<file path="config.mk">
export PLATFORM = sky130hd
export DESIGN_NAME = cscr_regs
export DESIGN_NICKNAME = d
export VERILOG_FILES = /design/src/shared/cscr_pkg.sv /design/src/shared/cscr_sync_if.sv /design/src/rtl/cscr_pin_sync.sv /design/src/rtl/cscr_regs.sv
export SDC_FILE = /design/constraint.sdc
export NUM_CORES = 1
export LEC_CHECK = 0
export BUFFER_PORTS_ARGS = -buffer_cell sky130_fd_sc_hd__buf_2
export CAP_MARGIN = 20
export CORE_MARGIN = 1
export CORE_UTILIZATION = 40
export DETAILED_ROUTE_END_ITERATION = 16
export PLACE_DENSITY_LB_ADDON = 0.3
export SETUP_SLACK_MARGIN = 0.3
export SYNTH_ARGS = -nofsm -noshare
export SYNTH_HDL_FRONTEND = slang
export SYNTH_HIERARCHICAL = 1
export SYNTH_SLANG_ARGS = --single-unit
</file>
<file path="constraint.sdc">
create_clock -name clk_sys -period 1.8 [get_ports clk_sys]
set_input_delay 0 -clock clk_sys [delete_from_list [all_inputs] [get_ports clk_sys]]
set_output_delay 0 -clock clk_sys [all_outputs]
set_load 0.03 [all_outputs]
</file>
<file path="src/shared/cscr_pkg.sv">
// Shared constants and types for the charger status and current registers.
package cscr_pkg;
   // Command codes of the three registers on the management bus.
   localparam logic [7:0] CMD_CHG_CUR = 8'h14;
   localparam logic [7:0] CMD_STATUS = 8'h20;
   localparam logic [7:0] CMD_PROCESSOR_HOT_SIGNAL = 8'h21;
   // Field layout of the charge current setting and the status words.
   localparam int CC_LSB = 6;
   localparam int CC_W = 7;
   localparam int CC_RSV_LSB = 13;
   localparam int WORD_W = 16;
   localparam int ST_SOVP_BIT = 4;
   localparam int FLT_N = 6;
   localparam int TRG_N = 7;
   // Values after reset.
   localparam logic [CC_W-1:0] CC_RST = 7'h00;
   localparam logic [FLT_N-1:0] FLT_RST = 6'h00;
   localparam logic [TRG_N-1:0] TRG_RST = 7'h00;
   localparam logic SOVP_RST = 1'b0;
   localparam logic CONV_EN_RST = 1'b1;
   // Bus byte and bit counts.
   localparam logic [3:0] BITS_PER_BYTE = 4'h8;
   // Positions of the pin inputs within the synchroniser vector.
   localparam int IX_ADP = 0;
   localparam int IX_ICO = 1;
   localparam int IX_VIN = 2;
   localparam int IX_IIN = 3;
   localparam int IX_FCH = 4;
   localparam int IX_PCH = 5;
   localparam int IX_OTG = 6;
   localparam int IX_FLT = 7;
   localparam int IX_ACOV = 12;
   localparam int IX_SOVP = 13;
   localparam int IX_BATP = 14;
   localparam int IX_SCL = 15;
   localparam int IX_SDA = 16;
   localparam int IX_TRG = 17;
   localparam int SYNC_W = 24;
   // The idle bus lines rest high, every other pin rests low.
   localparam logic [SYNC_W-1:0] SYNC_RST = 24'h018000;
   typedef enum logic [2:0] {
      S_IDLE, S_RX, S_ACKO, S_TX, S_ACKI, S_SKIP
   } cscr_state_t;
endpackage

</file>
<file path="src/shared/cscr_sync_if.sv">
// Raw and cleaned pin levels passed between the top and its synchroniser.
`timescale 1ns/1ps
interface cscr_sync_if #(
   parameter int W = 1
);
   logic [W-1:0] raw;
   logic [W-1:0] clean;
   modport syncer (input raw, output clean);
   modport user (output raw, input clean);
endinterface

</file>
<file path="src/rtl/cscr_pin_sync.sv">
// Three-stage synchroniser bank with agreement filter for pin inputs.
`timescale 1ns/1ps
module cscr_pin_sync #(
   parameter int W = 1,
   parameter logic [W-1:0] RST = '0
) (
   input wire logic clk_sys,
   input wire logic rstn,
   cscr_sync_if.syncer sp
);
   logic [W-1:0] ff1_r;
   logic [W-1:0] ff2_r;
   logic [W-1:0] ff3_r;
   logic [W-1:0] clean_r;

   // A level is accepted only when stages two and three agree.
   genvar g;
   generate
      for (g = 0; g < W; g = g + 1) begin : g_bit
         always_ff @(posedge clk_sys or negedge rstn) begin
            if (!rstn) begin
               ff1_r[g] <= RST[g];
               ff2_r[g] <= RST[g];
               ff3_r[g] <= RST[g];
               clean_r[g] <= RST[g];
            end else begin
               ff1_r[g] <= sp.raw[g];
               ff2_r[g] <= ff1_r[g];
               ff3_r[g] <= ff2_r[g];
               if (ff2_r[g] == ff3_r[g]) begin
                  clean_r[g] <= ff3_r[g];
               end
            end
         end
      end
   endgenerate

   assign sp.clean = clean_r;
endmodule // cscr_pin_sync

</file>
<file path="src/rtl/cscr_regs.sv">
// Charger status, trigger status and charge current registers on SMBus.
`timescale 1ns/1ps
module cscr_regs #(
   parameter logic [6:0] DEV_ADDR = 7'h5A // Arbitrary bus address.
) (
   input wire logic clk_sys,
   input wire logic rstn,
   input wire logic smbus_scl,
   input wire logic smbus_sda_i,
   output logic smbus_sda_o,
   output logic smbus_sda_oe,
   input wire logic adapter_good_pin,
   input wire logic current_optimizer_done,
   input wire logic input_voltage_regulating,
   input wire logic input_current_regulating,
   input wire logic fast_charge_active,
   input wire logic precharge_active,
   input wire logic reverse_boost_active,
   input wire logic input_overvoltage_fault,
   input wire logic battery_overcurrent_fault,
   input wire logic input_overcurrent_fault,
   input wire logic latchoff_fault,
   input wire logic reverse_overvoltage_fault,
   input wire logic reverse_overcurrent_fault,
   input wire logic system_overvoltage_detect,
   input wire logic cell_count_battery_present_pin,
   input wire logic [cscr_pkg::TRG_N-1:0] processor_hot_trigger,
   output logic converter_enable,
   output logic [cscr_pkg::CC_W-1:0] charge_current_code
);
   import cscr_pkg::*;

   cscr_sync_if #(.W(SYNC_W)) sif ();
   logic [SYNC_W-1:0] pin;
   logic scl_q_r;
   logic sda_q_r;
   logic adp_q_r;
   logic batp_q_r;
   cscr_state_t st_r;
   cscr_state_t nxt_st_r;
   logic [3:0] bit_cnt_r;
   logic [1:0] idx_r;
   logic [7:0] shift_r;
   logic [7:0] cmd_r;
   logic [7:0] wlo_r;
   logic [7:0] tx_sh_r;
   logic [7:0] tx_hi_r;
   logic hi_sent_r;
   logic sda_low_r;
   logic [WORD_W-1:0] rd_snap_r;
   logic [WORD_W-1:0] wr_data_r;
   logic wr_stb_r;
   logic rd_done_r;
   logic [FLT_N-1:0] flt_r;
   logic [FLT_N-1:0] flt_nxt;
   logic [TRG_N-1:0] trg_r;
   logic [TRG_N-1:0] trg_nxt;
   logic sovp_r;
   logic sovp_nxt;
   logic conv_en_r;
   logic [CC_W-1:0] cc_r;
   logic [CC_W-1:0] cc_nxt;

   assign sif.raw = {processor_hot_trigger, smbus_sda_i, smbus_scl,
      cell_count_battery_present_pin, system_overvoltage_detect,
      input_overvoltage_fault, battery_overcurrent_fault,
      input_overcurrent_fault, latchoff_fault, reverse_overvoltage_fault,
      reverse_overcurrent_fault, reverse_boost_active, precharge_active,
      fast_charge_active, input_current_regulating,
      input_voltage_regulating, current_optimizer_done, adapter_good_pin};

   cscr_pin_sync #(.W(SYNC_W), .RST(SYNC_RST)) u_sync (
      .clk_sys(clk_sys),
      .rstn(rstn),
      .sp(sif.syncer)
   );

   assign pin = sif.clean;

   // Bus conditions seen on the filtered lines.
   wire scl_rise = pin[IX_SCL] & ~scl_q_r;
   wire scl_fall = ~pin[IX_SCL] & scl_q_r;
   wire start_det = pin[IX_SCL] & scl_q_r & sda_q_r & ~pin[IX_SDA];
   wire stop_det = pin[IX_SCL] & scl_q_r & ~sda_q_r & pin[IX_SDA];
   wire adp_fall = adp_q_r & ~pin[IX_ADP];
   wire batp_fall = batp_q_r & ~pin[IX_BATP];
   wire byte_done = scl_fall && (bit_cnt_r == BITS_PER_BYTE);
   wire addr_hit = (idx_r == 2'd0) && (shift_r[7:1] == DEV_ADDR);
   wire rx_ack = (idx_r != 2'd0) || addr_hit;
   wire is_read = (idx_r == 2'd0) && shift_r[0];

   // Register words as the host reads them.
   wire [WORD_W-1:0] st_word = {pin[IX_ADP],
      pin[IX_ICO], 1'b0,
      pin[IX_VIN],
      pin[IX_IIN],
      pin[IX_FCH], pin[IX_PCH],
      pin[IX_OTG],
      flt_r[5:3], sovp_r, 1'b0, flt_r[2:0]};
   wire [WORD_W-1:0] trg_word = {{(WORD_W-TRG_N){1'b0}}, trg_r};
   wire [WORD_W-1:0] cc_word = {{(WORD_W-CC_LSB-CC_W){1'b0}}, cc_r,
      {CC_LSB{1'b0}}};
   wire [WORD_W-1:0] rd_word = (cmd_r == CMD_CHG_CUR) ? cc_word :
      (cmd_r == CMD_STATUS) ? st_word :
      (cmd_r == CMD_PROCESSOR_HOT_SIGNAL) ? trg_word : 16'h0000;

   // Edge history for the bus and the pins that cause clears.
   always_ff @(posedge clk_sys or negedge rstn) begin
      if (!rstn) begin
         scl_q_r <= 1'b1;
         sda_q_r <= 1'b1;
         adp_q_r <= 1'b0;
         batp_q_r <= 1'b0;
      end else begin
         scl_q_r <= pin[IX_SCL];
         sda_q_r <= pin[IX_SDA];
         adp_q_r <= pin[IX_ADP];
         batp_q_r <= pin[IX_BATP];
      end
   end

   // Bus slave: address, command, then a word low byte first.
   // Without clock stretching the host must leave a few system clocks
   // between an SCL fall and its next data sample.
   always_ff @(posedge clk_sys or negedge rstn) begin
      if (!rstn) begin
         st_r <= S_IDLE;
         nxt_st_r <= S_IDLE;
         bit_cnt_r <= 4'h0;
         idx_r <= 2'd0;
         shift_r <= 8'h00;
         cmd_r <= 8'h00;
         wlo_r <= 8'h00;
         tx_sh_r <= 8'h00;
         tx_hi_r <= 8'h00;
         hi_sent_r <= 1'b0;
         sda_low_r <= 1'b0;
         rd_snap_r <= 16'h0000;
         wr_data_r <= 16'h0000;
         wr_stb_r <= 1'b0;
         rd_done_r <= 1'b0;
      end else begin
         wr_stb_r <= 1'b0;
         rd_done_r <= 1'b0;
         if (start_det) begin
            st_r <= S_RX;
            idx_r <= 2'd0;
            bit_cnt_r <= 4'h0;
            sda_low_r <= 1'b0;
         end else if (stop_det) begin
            st_r <= S_IDLE;
            sda_low_r <= 1'b0;
         end else begin
            case (st_r)
               S_RX: begin
                  if (scl_rise) begin
                     shift_r <= {shift_r[6:0], pin[IX_SDA]};
                     bit_cnt_r <= bit_cnt_r + 4'h1;
                  end else if (byte_done) begin
                     bit_cnt_r <= 4'h0;
                     st_r <= rx_ack ? S_ACKO : S_SKIP;
                     sda_low_r <= rx_ack;
                     case (idx_r)
                        2'd0: begin
                           nxt_st_r <= is_read ? S_TX : S_RX;
                           idx_r <= is_read ? 2'd0 : 2'd1;
                           tx_sh_r <= rd_word[7:0];
                           tx_hi_r <= rd_word[15:8];
                           rd_snap_r <= rd_word;
                           hi_sent_r <= 1'b0;
                        end
                        2'd1: begin
                           cmd_r <= shift_r;
                           idx_r <= 2'd2;
                           nxt_st_r <= S_RX;
                        end
                        2'd2: begin
                           wlo_r <= shift_r;
                           idx_r <= 2'd3;
                           nxt_st_r <= S_RX;
                        end
                        default: begin
                           wr_stb_r <= 1'b1;
                           wr_data_r <= {shift_r, wlo_r};
                           nxt_st_r <= S_SKIP;
                        end
                     endcase
                  end
               end
               S_ACKO: begin
                  if (scl_fall) begin
                     st_r <= nxt_st_r;
                     sda_low_r <= (nxt_st_r == S_TX) && !tx_sh_r[7];
                  end
               end
               S_TX: begin
                  if (scl_rise) begin
                     bit_cnt_r <= bit_cnt_r + 4'h1;
                  end else if (byte_done) begin
                     bit_cnt_r <= 4'h0;
                     st_r <= S_ACKI;
                     sda_low_r <= 1'b0;
                  end else if (scl_fall) begin
                     tx_sh_r <= {tx_sh_r[6:0], 1'b0};
                     sda_low_r <= !tx_sh_r[6];
                  end
               end
               S_ACKI: begin
                  if (scl_rise) begin
                     if (hi_sent_r) begin
                        rd_done_r <= 1'b1;
                        st_r <= S_SKIP;
                     end else if (!pin[IX_SDA]) begin
                        tx_sh_r <= tx_hi_r;
                        hi_sent_r <= 1'b1;
                        nxt_st_r <= S_TX;
                        st_r <= S_ACKO;
                     end else begin
                        st_r <= S_SKIP;
                     end
                  end
               end
               default: begin
                  sda_low_r <= 1'b0;
               end
            endcase
         end
      end
   end

   // Only flags that went out in the snapshot are cleared, and a new
   // event in the clear cycle wins.
   wire st_rd_clr = rd_done_r && (cmd_r == CMD_STATUS);
   wire trg_rd_clr = rd_done_r && (cmd_r == CMD_PROCESSOR_HOT_SIGNAL);
   wire [FLT_N-1:0] flt_seen = {rd_snap_r[7:5], rd_snap_r[2:0]};
   wire [FLT_N-1:0] flt_ev = pin[IX_FLT +: FLT_N];
   assign flt_nxt = (flt_r & ~(flt_seen & {FLT_N{st_rd_clr}}))
      | flt_ev;
   assign trg_nxt = (trg_r & ~(rd_snap_r[TRG_N-1:0] & {TRG_N{trg_rd_clr}}))
      | pin[IX_TRG +: TRG_N];

   // The latch survives removal of the condition until cleared.
   wire sovp_host_clr = wr_stb_r && (cmd_r == CMD_STATUS)
      && !wr_data_r[ST_SOVP_BIT];
   assign sovp_nxt = pin[IX_SOVP]
      | (sovp_r & ~sovp_host_clr & pin[IX_ADP]);

   // Clears take priority over a host write in the same cycle.
   wire cc_clr = (adp_fall && !pin[IX_ACOV]) || batp_fall;
   wire cc_wr = wr_stb_r && (cmd_r == CMD_CHG_CUR)
      && (wr_data_r[WORD_W-1:CC_RSV_LSB] == 3'b000);
   assign cc_nxt = cc_clr ? CC_RST :
      cc_wr ? wr_data_r[CC_LSB +: CC_W] : cc_r;

   always_ff @(posedge clk_sys or negedge rstn) begin
      if (!rstn) begin
         flt_r <= FLT_RST;
         trg_r <= TRG_RST;
         sovp_r <= SOVP_RST;
         conv_en_r <= CONV_EN_RST;
         cc_r <= CC_RST;
      end else begin
         flt_r <= flt_nxt;
         trg_r <= trg_nxt;
         sovp_r <= sovp_nxt;
         conv_en_r <= !sovp_nxt;
         cc_r <= cc_nxt;
      end
   end

   assign smbus_sda_o = 1'b0;
   assign smbus_sda_oe = sda_low_r;
   assign converter_enable = conv_en_r;
   assign charge_current_code = cc_r;
endmodule // cscr_regs

</file>
==> qor.yml, run 1 <==
sta:
  tightestPinTransition_ns: 0.5263
  setup_ws_ns: -0.1268
  hold_ws_ns: 0.1194
  max_freq_mhz: 519.0
  skew_ns: 0.01201
  finalSetupTns_ns: -2.155
  drv_slew: 0
  hold_viol: 0
  rsz0062_at_grt: "yes"
  min_period_over_period_pct: 107.0
  fin_crit_ns: 1.927
  slew_headroom_pct: 64.91
  setup_viol: 28
final_layout:
  diodes: 0
  final_core_util_pct: 56.77
  fin_nets: 682
  drive_gt1_share_pct: 47.21
  synthToLayoutAreaGrowth_pct: 39.10
drt:
  drt_first_pass_iters: 4
  ant_nets: 0
  via_per_inst: 5.077
  post_drt_wl_per_cell_um: 17.18
  drcViolationCount: 0
  drt-total-wl_mm: 15.26
  vias: 4508
  drt_iter0_drc: 201
worst_hold_path:
  min_path_type: "primary input to async pin"
logic_synthesis:
  ys_seq_area_share_pct: 68.14
  netlist_area_um2: 7034
  synth_cell_type_count: 58
  syn_nets: 533
  syn_avg_cell_area_um2: 14.04
  ys_warn_count: 6
  postSynth.asyncResetShare_pct: 100.0
  ys.flop_type: "dfrtp_1"
  ys_ff_latch: 191
  synth-edff-count: 0
  syn_inst: 501
worst_setup_path:
  cp_num_buf_inv: 2
  end_kind: "flop"
  cp_max_fo: 7
  crit_slowest_cell: "or3b_4"
  path_cells: "or3b_4 -> nor3_4 -> and3_4 -> buf_6 -> buf_12 -> mux2_4"
  critPathTopFamily: "simple AND/OR/NAND/NOR gates"
  required_ns: 2.12
  worst_setup_path_start_kind: "flop"
  slowest_delay_ns: 0.43
  critical_path_class: "flop to flop"
  arrival_ns: 2.25
grt:
  overflow: 0
  grt_first_pass_wirelength_mm: 25.47
  grt_max_degree: 61
  antenna_found_initial: 0
  grt.total_usage_pct: 18.59
  grt_pass1_vias: 4801
cts:
  cts_buffer_depth: 2
  tritoncts: "done"
  cts_buffers: 17
  clk_latency_ns: 0.44
  cts.sinks: 191
  cts_max_level: 4
  root_buffer: "clkbuf_16"
  clkTransAtPathRegs_ns: 0.07
status:
  status: "finished with violations"
  violations: "negative setup slack"
power:
  power_density_nw_per_um2: 1093
  clkPwrFrac_pct: 35.0
  swShare_pct: 29.10
  switching_power_w: 0.003113
  internal-power_w: 0.007585
  combPwrFrac_pct: 20.5
  p_leak_nw: 4.425
  worst_ir_drop_vdd_v: 0.0007340
  p_seq_share_pct: 44.5
job:
  max_cap_viol_count: 0
die:
  core_um2: 17240
  die_y_um: 134.6
  io_pins: 36
  die_w_um: 134.6
  start_util_pct: 40.81
  rows: 48
  die_area_um2: 18120
placed_design:
  port_buffers: 34
  dp.final_hpwl_mm: 9.151
  place_congestion: 0.7951
-- kinds of logic (layout without fill, tap and decap cells) --
kind of cell	after synthesis	in the layout	share of synthesized area, %
DFF	191	191	68.14
and+or+nand+nor	107	108	7.969
AOI/OAI and AO/OA	98	98	9.712
muxes	47	47	7.435
adders and majority gates	30	30	4.909
buffers and inverters	27	188	1.779
other	1	1	0.05331
-- metal layers --
metal	vias to the layer above	GRT usage [%]	routed length, um
met2	102	28.79	7125
li1	2082	-	-
met3	35	3.904	544
met1	2289	25.57	7159
met4	0	7.740	429
met5	-	0	0
-- power by group through the flow --
| stage | registers (W) | clock network (W) | logic, W |
|---|---|---|---|
| after global placement | 0.00483 | 0 | 0.00135 |
| final | 0.00476 | 0.00375 | 0.00219 |
| after floorplan | 0.00479 | 0 | 0.000783 |
| after detailed placement | 0.00484 | 0 | 0.00139 |
| after global routing | 0.00479 | 0.00402 | 0.00233 |
| after CTS | 0.00476 | 0.00384 | 0.00195 |
-- layout by cell type (no fill, tap or decap), drive strengths merged, types with 6 or more instances in the layout --
| master | n |
|---|---|
| o31ai | 7 |
| o21ai | 21 |
| dfrtp | 180 |
| mux2 | 42 |
| nor3 | 7 |
| clkinv | 7 |
| a22oi | 13 |
| dfstp | 11 |
| clkbuf | 18 |
| nor2 | 16 |
| a22o | 9 |
| buf | 118 |
| nand2b | 7 |
| dlygate4sd3 | 25 |
| maj3 | 24 |
| ha | 6 |
| inv | 19 |
| a21oi | 11 |
| nand2 | 49 |
| a21o | 15 |
-- worst paths after layout --
| path | start | endpoint | slack (ns) | depth (start not counted) |
|---|---|---|---|---|
| setup / recovery | st_r[1] | wr_data_r[6] | -0.13 | 6 |
| hold / removal | rstn | st_r[0] | 0.12 | 2 |
| setup reg to reg | st_r[1] | wr_data_r[6] | -0.13 | 6 |
| max in group asynchronous | rstn | converter_enable | 0.99 | 3 |
| hold reg to reg | u_sync/ff1_r[7] | u_sync/ff2_r[7] | 0.35 | 0 |
| min in group clk_sys | processor_hot_trigger[4] | u_sync/ff1_r[21] | 0.19 | 2 |
-- area by class of cell --
type                            instances  area (um^2)
Fill cell                            1287         7452
Sequential cell                       191         4795
Multi-Input combinational cell        284         2739
Timing Repair Buffer                  144         1314
Clock buffer                           17        425.4
Tap cell                              225        281.5
Clock inverter                         15        185.2
Inverter                               12        45.04
-- through the flow --
| step | instances | area [um^2] | total power [W] | setup slack [ns] |
|---|---|---|---|---|
| after floorplan | 501 | 7123 | 0.005568 | -0.1622 |
| after global placement | 796 | 7938 | 0.006179 | -0.1072 |
| after detailed placement | 796 | 7938 | 0.006225 | -0.1938 |
| after CTS | 881 | 9629 | 0.01054 | -0.1921 |
| after global routing | 888 | 9784 | 0.01114 | -0.1816 |
| final | 888 | 9784 | 0.01070 | -0.1268 |
-- state kept, by name, summed over array words and instances (netlist names), 8 cells and up --
| name | cells |
|---|---|
| rd_snap_r | 8 |
| shift_r | 8 |
| cmd_r | 8 |
| wr_data_r | 11 |
| tx_sh_r | 8 |
| u_sync/ff2_r | 24 |
| u_sync/sp.clean | 24 |
| u_sync/ff1_r | 24 |
| u_sync/ff3_r | 24 |
-- cells in the mapped netlist (4+ instances only) --
cell type    n  area share [%]
mux2i_1      5            0.71
dfrtp_1    180              64
clkbuf_1     7            0.37
nor2b_1      5            0.44
maj3_2      24             3.8
mux2_2      27             4.3
a22oi_1     13             1.4
nand2_1     47             2.5
a22o_1       9             1.1
a21oi_1     11            0.78
dfstp_2     11             4.1
a31oi_1      5            0.44
a21o_1      15             1.6
buf_2        4            0.28
and3_1       4            0.36
o21ai_0     20             1.4
ha_1         6             1.1
nor3_1       4            0.28
nor2_1      16            0.85
mux2_1      15             2.4
inv_1       12            0.64
nand2b_1     7            0.62
o31ai_1      7            0.75
-- what timing repair did --
item / in CTS / in global routing
setup buffers: 23 / 7
hold buffers: 25 / 0
pin swaps: 52 / 12
setup endpoints to repair: 89 / 91
gates resized for setup: 144 / 23
gates cloned: 5 / 0
endpoints found under the hold margin: 132 / 0
Power figures use the tool's default switching activity.
==> run 2: changes to the inputs <==
CORE_UTILIZATION = 39   (was 40)
==> qor.yml, run 2 (same netlist as run 1, synthesis figures left out) <==
worst_setup_path:
  critical_path_class: "flop to flop"  # unchanged
  r2r-start: "bit_cnt_r[0]"  # was st_r[1]
  required_ns: 2.11  # was 2.12 ns
  arrival_ns: 2.24  # was 2.25 ns
  cp_max_fo: 8  # was 7
  worst_setup_path_start_kind: "flop"  # unchanged
  end_kind: "flop"  # unchanged
  startpoint: "bit_cnt_r[0]"  # was st_r[1]
worst_hold_path:
  min_path_type: "primary input to async pin"  # unchanged
drt:
  drcViolationCount: 0  # unchanged
  via_per_inst: 5.072  # was 5.077
  drt-total-wl_mm: 14.77  # was 15.26 mm
  vias: 4489  # was 4508
  ant_nets: 0  # unchanged
  drt_first_pass_iters: 4  # unchanged
  drt_iter0_drc: 325  # was 201
  post_drt_wl_per_cell_um: 16.69  # was 17.18 um
sta:
  skew_ns: 0.01025  # was 0.01201 ns
  setup_viol: 37  # was 28
  tightestPinTransition_ns: 0.5517  # was 0.5263 ns
  finalSetupTns_ns: -2.439  # was -2.155 ns
  setup_ws_ns: -0.1267  # was -0.1268 ns
  hold_viol: 0  # unchanged
  max_freq_mhz: 519.0  # about the same
  drv_slew: 0  # unchanged
  min_period_over_period_pct: 107.0  # about the same
  hold_ws_ns: 0.1148  # was 0.1194 ns
  fin_crit_ns: 1.927  # about the same
  slew_headroom_pct: 63.11  # was 64.91%
  rsz0062_at_grt: "yes"  # unchanged
final_layout:
  final_core_util_pct: 55.43  # was 56.77%
  diodes: 0  # unchanged
  regArea_um2: 4793  # was 4795 um^2
  fin_nets: 680  # was 682
  multi_input_area_um2: 2704  # was 2739 um^2
  design_area_um2: 9687  # was 9784 um^2
  drive_gt1_share_pct: 46.97  # was 47.21%
  final_cell_mix: "180 x dfrtp_1, 52 x buf_4, 33 x buf_2"  # was 179 x dfrtp_1, 55 x buf_4, 34 x mux2_4
  fill_cells: 1324  # was 1287
  final_common_cell: "dfrtp_1"  # unchanged
  instances_no_fill: 885  # was 888
  synthToLayoutAreaGrowth_pct: 37.71  # was 39.10%
power:
  p_leak_nw: 4.381  # was 4.425 nW
  power_density_nw_per_um2: 1053  # was 1093 nW/um^2
  worst_ir_drop_vdd_v: 0.0007977  # was 0.0007340 V
cts:
  clkTransAtPathRegs_ns: 0.07  # about the same
  root_buffer: "clkbuf_16"  # unchanged
  cts_buffer_depth: 2  # unchanged
  clk_latency_ns: 0.43  # was 0.44 ns
  cts.sinks: 191  # unchanged
  cts_buffers: 17  # unchanged
  tritoncts: "done"  # unchanged
  cts_max_level: 4  # unchanged
grt:
  grtUsageMet2_pct: 26.17  # was 28.79%
  grt-busiest-layer: "met2"  # unchanged
  grtUsageMet3_pct: 4.400  # was 3.904%
  grt_max_degree: 62  # was 61
  overflow: 0  # unchanged
  grt.total_usage_pct: 17.04  # was 18.59%
  antenna_found_initial: 0  # unchanged
  grt_first_pass_wirelength_mm: 24.11  # was 25.47 mm
  gr-usage-met1_pct: 23.51  # was 25.57%
  grt_pass1_vias: 4655  # was 4801
placed_design:
  dp.cells: 798  # was 796
  port_buffers: 34  # unchanged
  dp.final_hpwl_mm: 9.215  # was 9.151 mm
  place_congestion: 0.8326  # was 0.7951
  placed_cell_area_um2: 7940  # was 7938 um^2
die:
  start_util_pct: 40.25  # was 40.81%
  core_um2: 17480  # was 17240 um^2
  die_w_um: 136.3  # was 134.6 um
  die_area_um2: 18580  # was 18120 um^2
  rows: 48  # unchanged
  io_pins: 36  # unchanged
  die_y_um: 136.3  # was 134.6 um
status:
  violations: "negative setup slack"  # unchanged
  status: "finished with violations"  # unchanged
job:
  max_cap_viol_count: 0  # unchanged
run 2: cell types whose count changed in the layout (fill, tap and decap cells not counted), sizes merged:
cell / before / now
buf: 118 / 117
nand2: 49 / 48
clkinv: 7 / 4
inv: 19 / 20
clkbuf: 18 / 19
run 2: metal layers:
metal	vias up	routed length, um
met3	10	493
met5	-	0
met4	0	129
li1	2085	-
met2	79	7124
met1	2315	7025
run 2: area by class of cell:
cell class,instances,share of cell area (%)
flip-flops and latches,191,49.48
multi-input cells,283,27.91
repair buffers,143,13.52
clock buffers,18,4.430
well taps,225,2.906
clock inverters,13,1.279
inverters,12,0.4650
run 2: repair_timing:
item	in CTS	in global routing
setup endpoints to repair	88	90
setup buffers	17	10
hold buffers	25	0
pin swaps	31	27
resized for setup	85	75
endpoints found under the hold margin	183	0
gates cloned	4	0
run 2: power breakdown:
group | internal [W] | total, W | switching, W
logic | 0.000982 | 0.00191 | 0.000930
clock network | 0.00182 | 0.00352 | 0.00170
registers | 0.00456 | 0.00477 | 0.000207
run 2: final timing paths:
path	end	slack [ns]	cells past startpoint
max	tx_sh_r[1]	-0.13	7
min	u_sync/ff2_r[11]	0.11	2
max reg2reg	tx_sh_r[1]	-0.13	7
min reg2reg	u_sync/ff2_r[6]	0.35	0
max in group asynchronous	wr_data_r[11]	1.03	3
min in group clk_sys	u_sync/ff1_r[23]	0.20	2
run 2: through the flow:
stage	power [W]	setup WS [ns]
after global placement	0.006106	-0.08443
after detailed placement	0.006161	-0.1523
after CTS	0.009924	-0.1536
final	0.01020	-0.1267
after floorplan	0.005568	-0.1622
after global routing	0.01067	-0.1988
run 2: worst max-delay path, stage by stage, from the launching register on:
cell,delay [ns]
dfrtp_1,0.39
inv_1,0.07
ha_1,0.14
nand3b_1,0.10
or2_4,0.27
a221oi_4,0.34
nand2_4,0.18
mux2_4,0.33
==> run 3: changes to the inputs <==
SYNTH_HIERARCHICAL = not set   (was 1)
==> qor.yml, run 3 <==
status:
  status: "finished with violations"  # unchanged
  violations: "negative setup slack"  # unchanged
power:
  worst_ir_drop_vdd_v: 0.0007777  # was 0.0007977 V
  finalPower_w: 0.01071  # was 0.01020 W
  p_leak_nw: 4.265  # was 4.381 nW
  power_density_nw_per_um2: 1096  # was 1053 nW/um^2
worst_setup_path:
  r2r_end: "tx_sh_r[1]"  # unchanged
  r2r_slack_ns: -0.17  # was -0.13 ns
  cp_max_fo: 9  # was 8
  r2r_cells: 6  # was 7
  required_ns: 2.12  # was 2.11 ns
  r2r-start: "st_r[2]"  # was bit_cnt_r[0]
  worst_setup_path_start_kind: "flop"  # unchanged
  arrival_ns: 2.29  # was 2.24 ns
  end_kind: "flop"  # unchanged
  critical_path_class: "flop to flop"  # unchanged
final_layout:
  synthToLayoutAreaGrowth_pct: 36.75  # was 37.71%
  design_area_um2: 9768  # was 9687 um^2
  final_cell_mix: "176 x dfrtp_1, 53 x buf_4, 33 x buf_2"  # was 180 x dfrtp_1, 52 x buf_4, 33 x buf_2
  diodes: 0  # unchanged
  multi_input_area_um2: 2771  # was 2704 um^2
  final_common_cell: "dfrtp_1"  # unchanged
  regArea_um2: 4798  # was 4793 um^2
  drive_gt1_share_pct: 45.02  # was 46.97%
  final_core_util_pct: 54.38  # was 55.43%
  fin_nets: 681  # was 680
  fill_cells: 1422  # was 1324
placed_design:
  place_congestion: 0.8664  # was 0.8326
  placed_cell_area_um2: 8102  # was 7940 um^2
  dp.final_hpwl_mm: 9.384  # was 9.215 mm
  place_ws_ns: -0.2302  # was -0.1523 ns
  port_buffers: 34  # unchanged
logic_synthesis:
  postSynth.asyncResetShare_pct: 100.0  # unchanged
  ys_top_cells_by_area: "dfrtp_1 63%, mux2_2 5.2%, dfstp_2 4.0%"  # was dfrtp_1 64%, mux2_2 4.3%, dfstp_2 4.1%
  synth_most_common_cell: "dfrtp_1"  # unchanged
  ys_warn_count: 0  # was 6
  ys.flop_type: "dfrtp_1"  # unchanged
  syn_avg_cell_area_um2: 14.06  # was 14.04 um^2
  ys_seq_area_share_pct: 67.10  # was 68.14%
  yosysTopAreaCell: "dfrtp_1"  # unchanged
  syn_nets: 540  # was 533
  synth_cell_type_count: 67  # was 58
  syn_inst: 508  # was 501
  ys_ff_latch: 191  # unchanged
  synth_top_area_share_pct: 63.06  # was 64.03%
  netlist_area_um2: 7143  # was 7034 um^2
  synth-edff-count: 0  # unchanged
  synthTopCellsByCount: "180 x dfrtp_1, 46 x nand2_1, 33 x mux2_2"  # was 180 x dfrtp_1, 47 x nand2_1, 27 x mux2_2
drt:
  ant_nets: 0  # unchanged
  drcViolationCount: 0  # unchanged
  via_per_inst: 5.162  # was 5.072
  drt_first_pass_iters: 4  # unchanged
  drt_iter0_drc: 263  # was 325
  vias: 4599  # was 4489
  post_drt_wl_per_cell_um: 17.19  # was 16.69 um
  drt-total-wl_mm: 15.32  # was 14.77 mm
cts:
  cts_max_level: 4  # unchanged
  clk_latency_ns: 0.43  # about the same
  cts_buffers: 17  # unchanged
  cts.sinks: 191  # unchanged
  cts_buffer_depth: 2  # unchanged
  clkTransAtPathRegs_ns: 0.07  # about the same
  tritoncts: "done"  # unchanged
  root_buffer: "clkbuf_16"  # unchanged
grt:
  antenna_found_initial: 0  # unchanged
  grt_max_degree: 54  # was 62
  overflow: 0  # unchanged
  grt_first_pass_wirelength_mm: 24.70  # was 24.11 mm
  grt.total_usage_pct: 17.56  # was 17.04%
  grt_pass1_vias: 4749  # was 4655
sta:
  drv_slew: 0  # unchanged
  finalSetupTns_ns: -2.598  # was -2.439 ns
  min_period_over_period_pct: 109.3  # was 107.0%
  skew_ns: 0.01047  # was 0.01025 ns
  hold_viol: 0  # unchanged
  max_freq_mhz: 508.5  # was 519.0 MHz
  rsz0062_at_grt: "yes"  # unchanged
  fin_crit_ns: 1.967  # was 1.927 ns
  setup_ws_ns: -0.1667  # was -0.1267 ns
  setup_viol: 35  # was 37
die:
  die_y_um: 137.3  # was 136.3 um
  io_pins: 36  # unchanged
  start_util_pct: 39.76  # was 40.25%
  core_um2: 17960  # was 17480 um^2
  die_w_um: 137.3  # was 136.3 um
  die_area_um2: 18860  # was 18580 um^2
  rows: 49  # was 48
worst_hold_path:
  min_path_type: "primary input to async pin"  # unchanged
job:
  max_cap_viol_count: 0  # unchanged
-- run 3: cell types whose count changed in the layout (fill, tap and decap cells not counted), moves of 7 or more --
cell | before | now
maj3_1 | 0 | 24
maj3_2 | 24 | 0
nand2_2 | 15 | 23
nand2_4 | 15 | 8
nand3_1 | 2 | 9
nor2_1 | 11 | 4
-- run 3: how the worst max path moves through the flow --
stage,start,cells after the start,slack [ns],end
2_1_floorplan,bit_cnt_r[0],7,-0.34,tx_sh_r[0]
3_3_place_gp,bit_cnt_r[0],7,-0.17,wr_data_r[12]
3_5_place_dp,bit_cnt_r[0],7,-0.23,wr_data_r[12]
4_1_cts,bit_cnt_r[0],7,-0.16,tx_sh_r[2]
5_1_grt,bit_cnt_r[1],7,-0.23,tx_sh_r[2]
6_report,st_r[2],6,-0.17,tx_sh_r[1]
-- run 3: critical path: stages (launching register included) --
cell	delay [ns]
dfrtp_2	0.48
or3b_2	0.50
buf_4	0.18
o21ai_1	0.12
buf_4	0.20
o21ai_0	0.11
mux2_4	0.27
-- run 3: area by class of cell --
type / instances / share of cell area (%)
clock inverter: 13 / 1.755
clock buffer: 19 / 4.637
tap: 229 / 2.933
sequential: 191 / 49.12
inverter: 11 / 0.4227
timing repair buffer: 141 / 12.76
multi-input combinational: 287 / 28.37
-- run 3: routing by layer --
layer  routed length [um]  vias to the layer above  GRT usage, %
met5                    0                        -             0
met4                  155                        0         6.227
met3                  480                       14         4.341
met2                 7823                       76         28.09
met1                 6856                     2385         23.23
li1                     -                     2124             -
-- run 3: cell families after synthesis --
group | count (synthesis) | share of synthesized area [%]
and+or+nand+nor | 114 | 9.161
buffers and inverters | 31 | 1.979
AOI/OAI and AO/OA | 97 | 10.00
adders and majority gates | 30 | 4.414
DFF | 191 | 67.10
xor gates and xnor gates | 1 | 0.1226
other | 1 | 0.05250
muxes | 43 | 7.164
-- run 3: through the flow --
stage                     std cells  hold slack (ns)
final                           891          0.09039
after CTS                       878          0.08561
after global placement          804         -0.01475
after global routing            891           0.1179
after detailed placement        804         -0.01395
after floorplan                 508          -0.2956
-- run 3: where the power goes --
group / leakage (nW) / switching, W / total [W] / internal, W
registers: 2.33 / 0.000368 / 0.00500 / 0.00463
logic: 1.64 / 0.000846 / 0.00185 / 0.00100
clock network: 0.303 / 0.00169 / 0.00387 / 0.00218
total: 4.27 / 0.00290 / 0.0107 / 0.00781
-- run 3: timing repair --
action                     in CTS  in global routing
hold buffers                   25                  0
resized for setup             109                 31
hold endpoints to repair      204                  0
setup endpoints to repair      88                 89
buffers inserted               16                 10
cloned                          1                  3
pin swaps                      39                 13
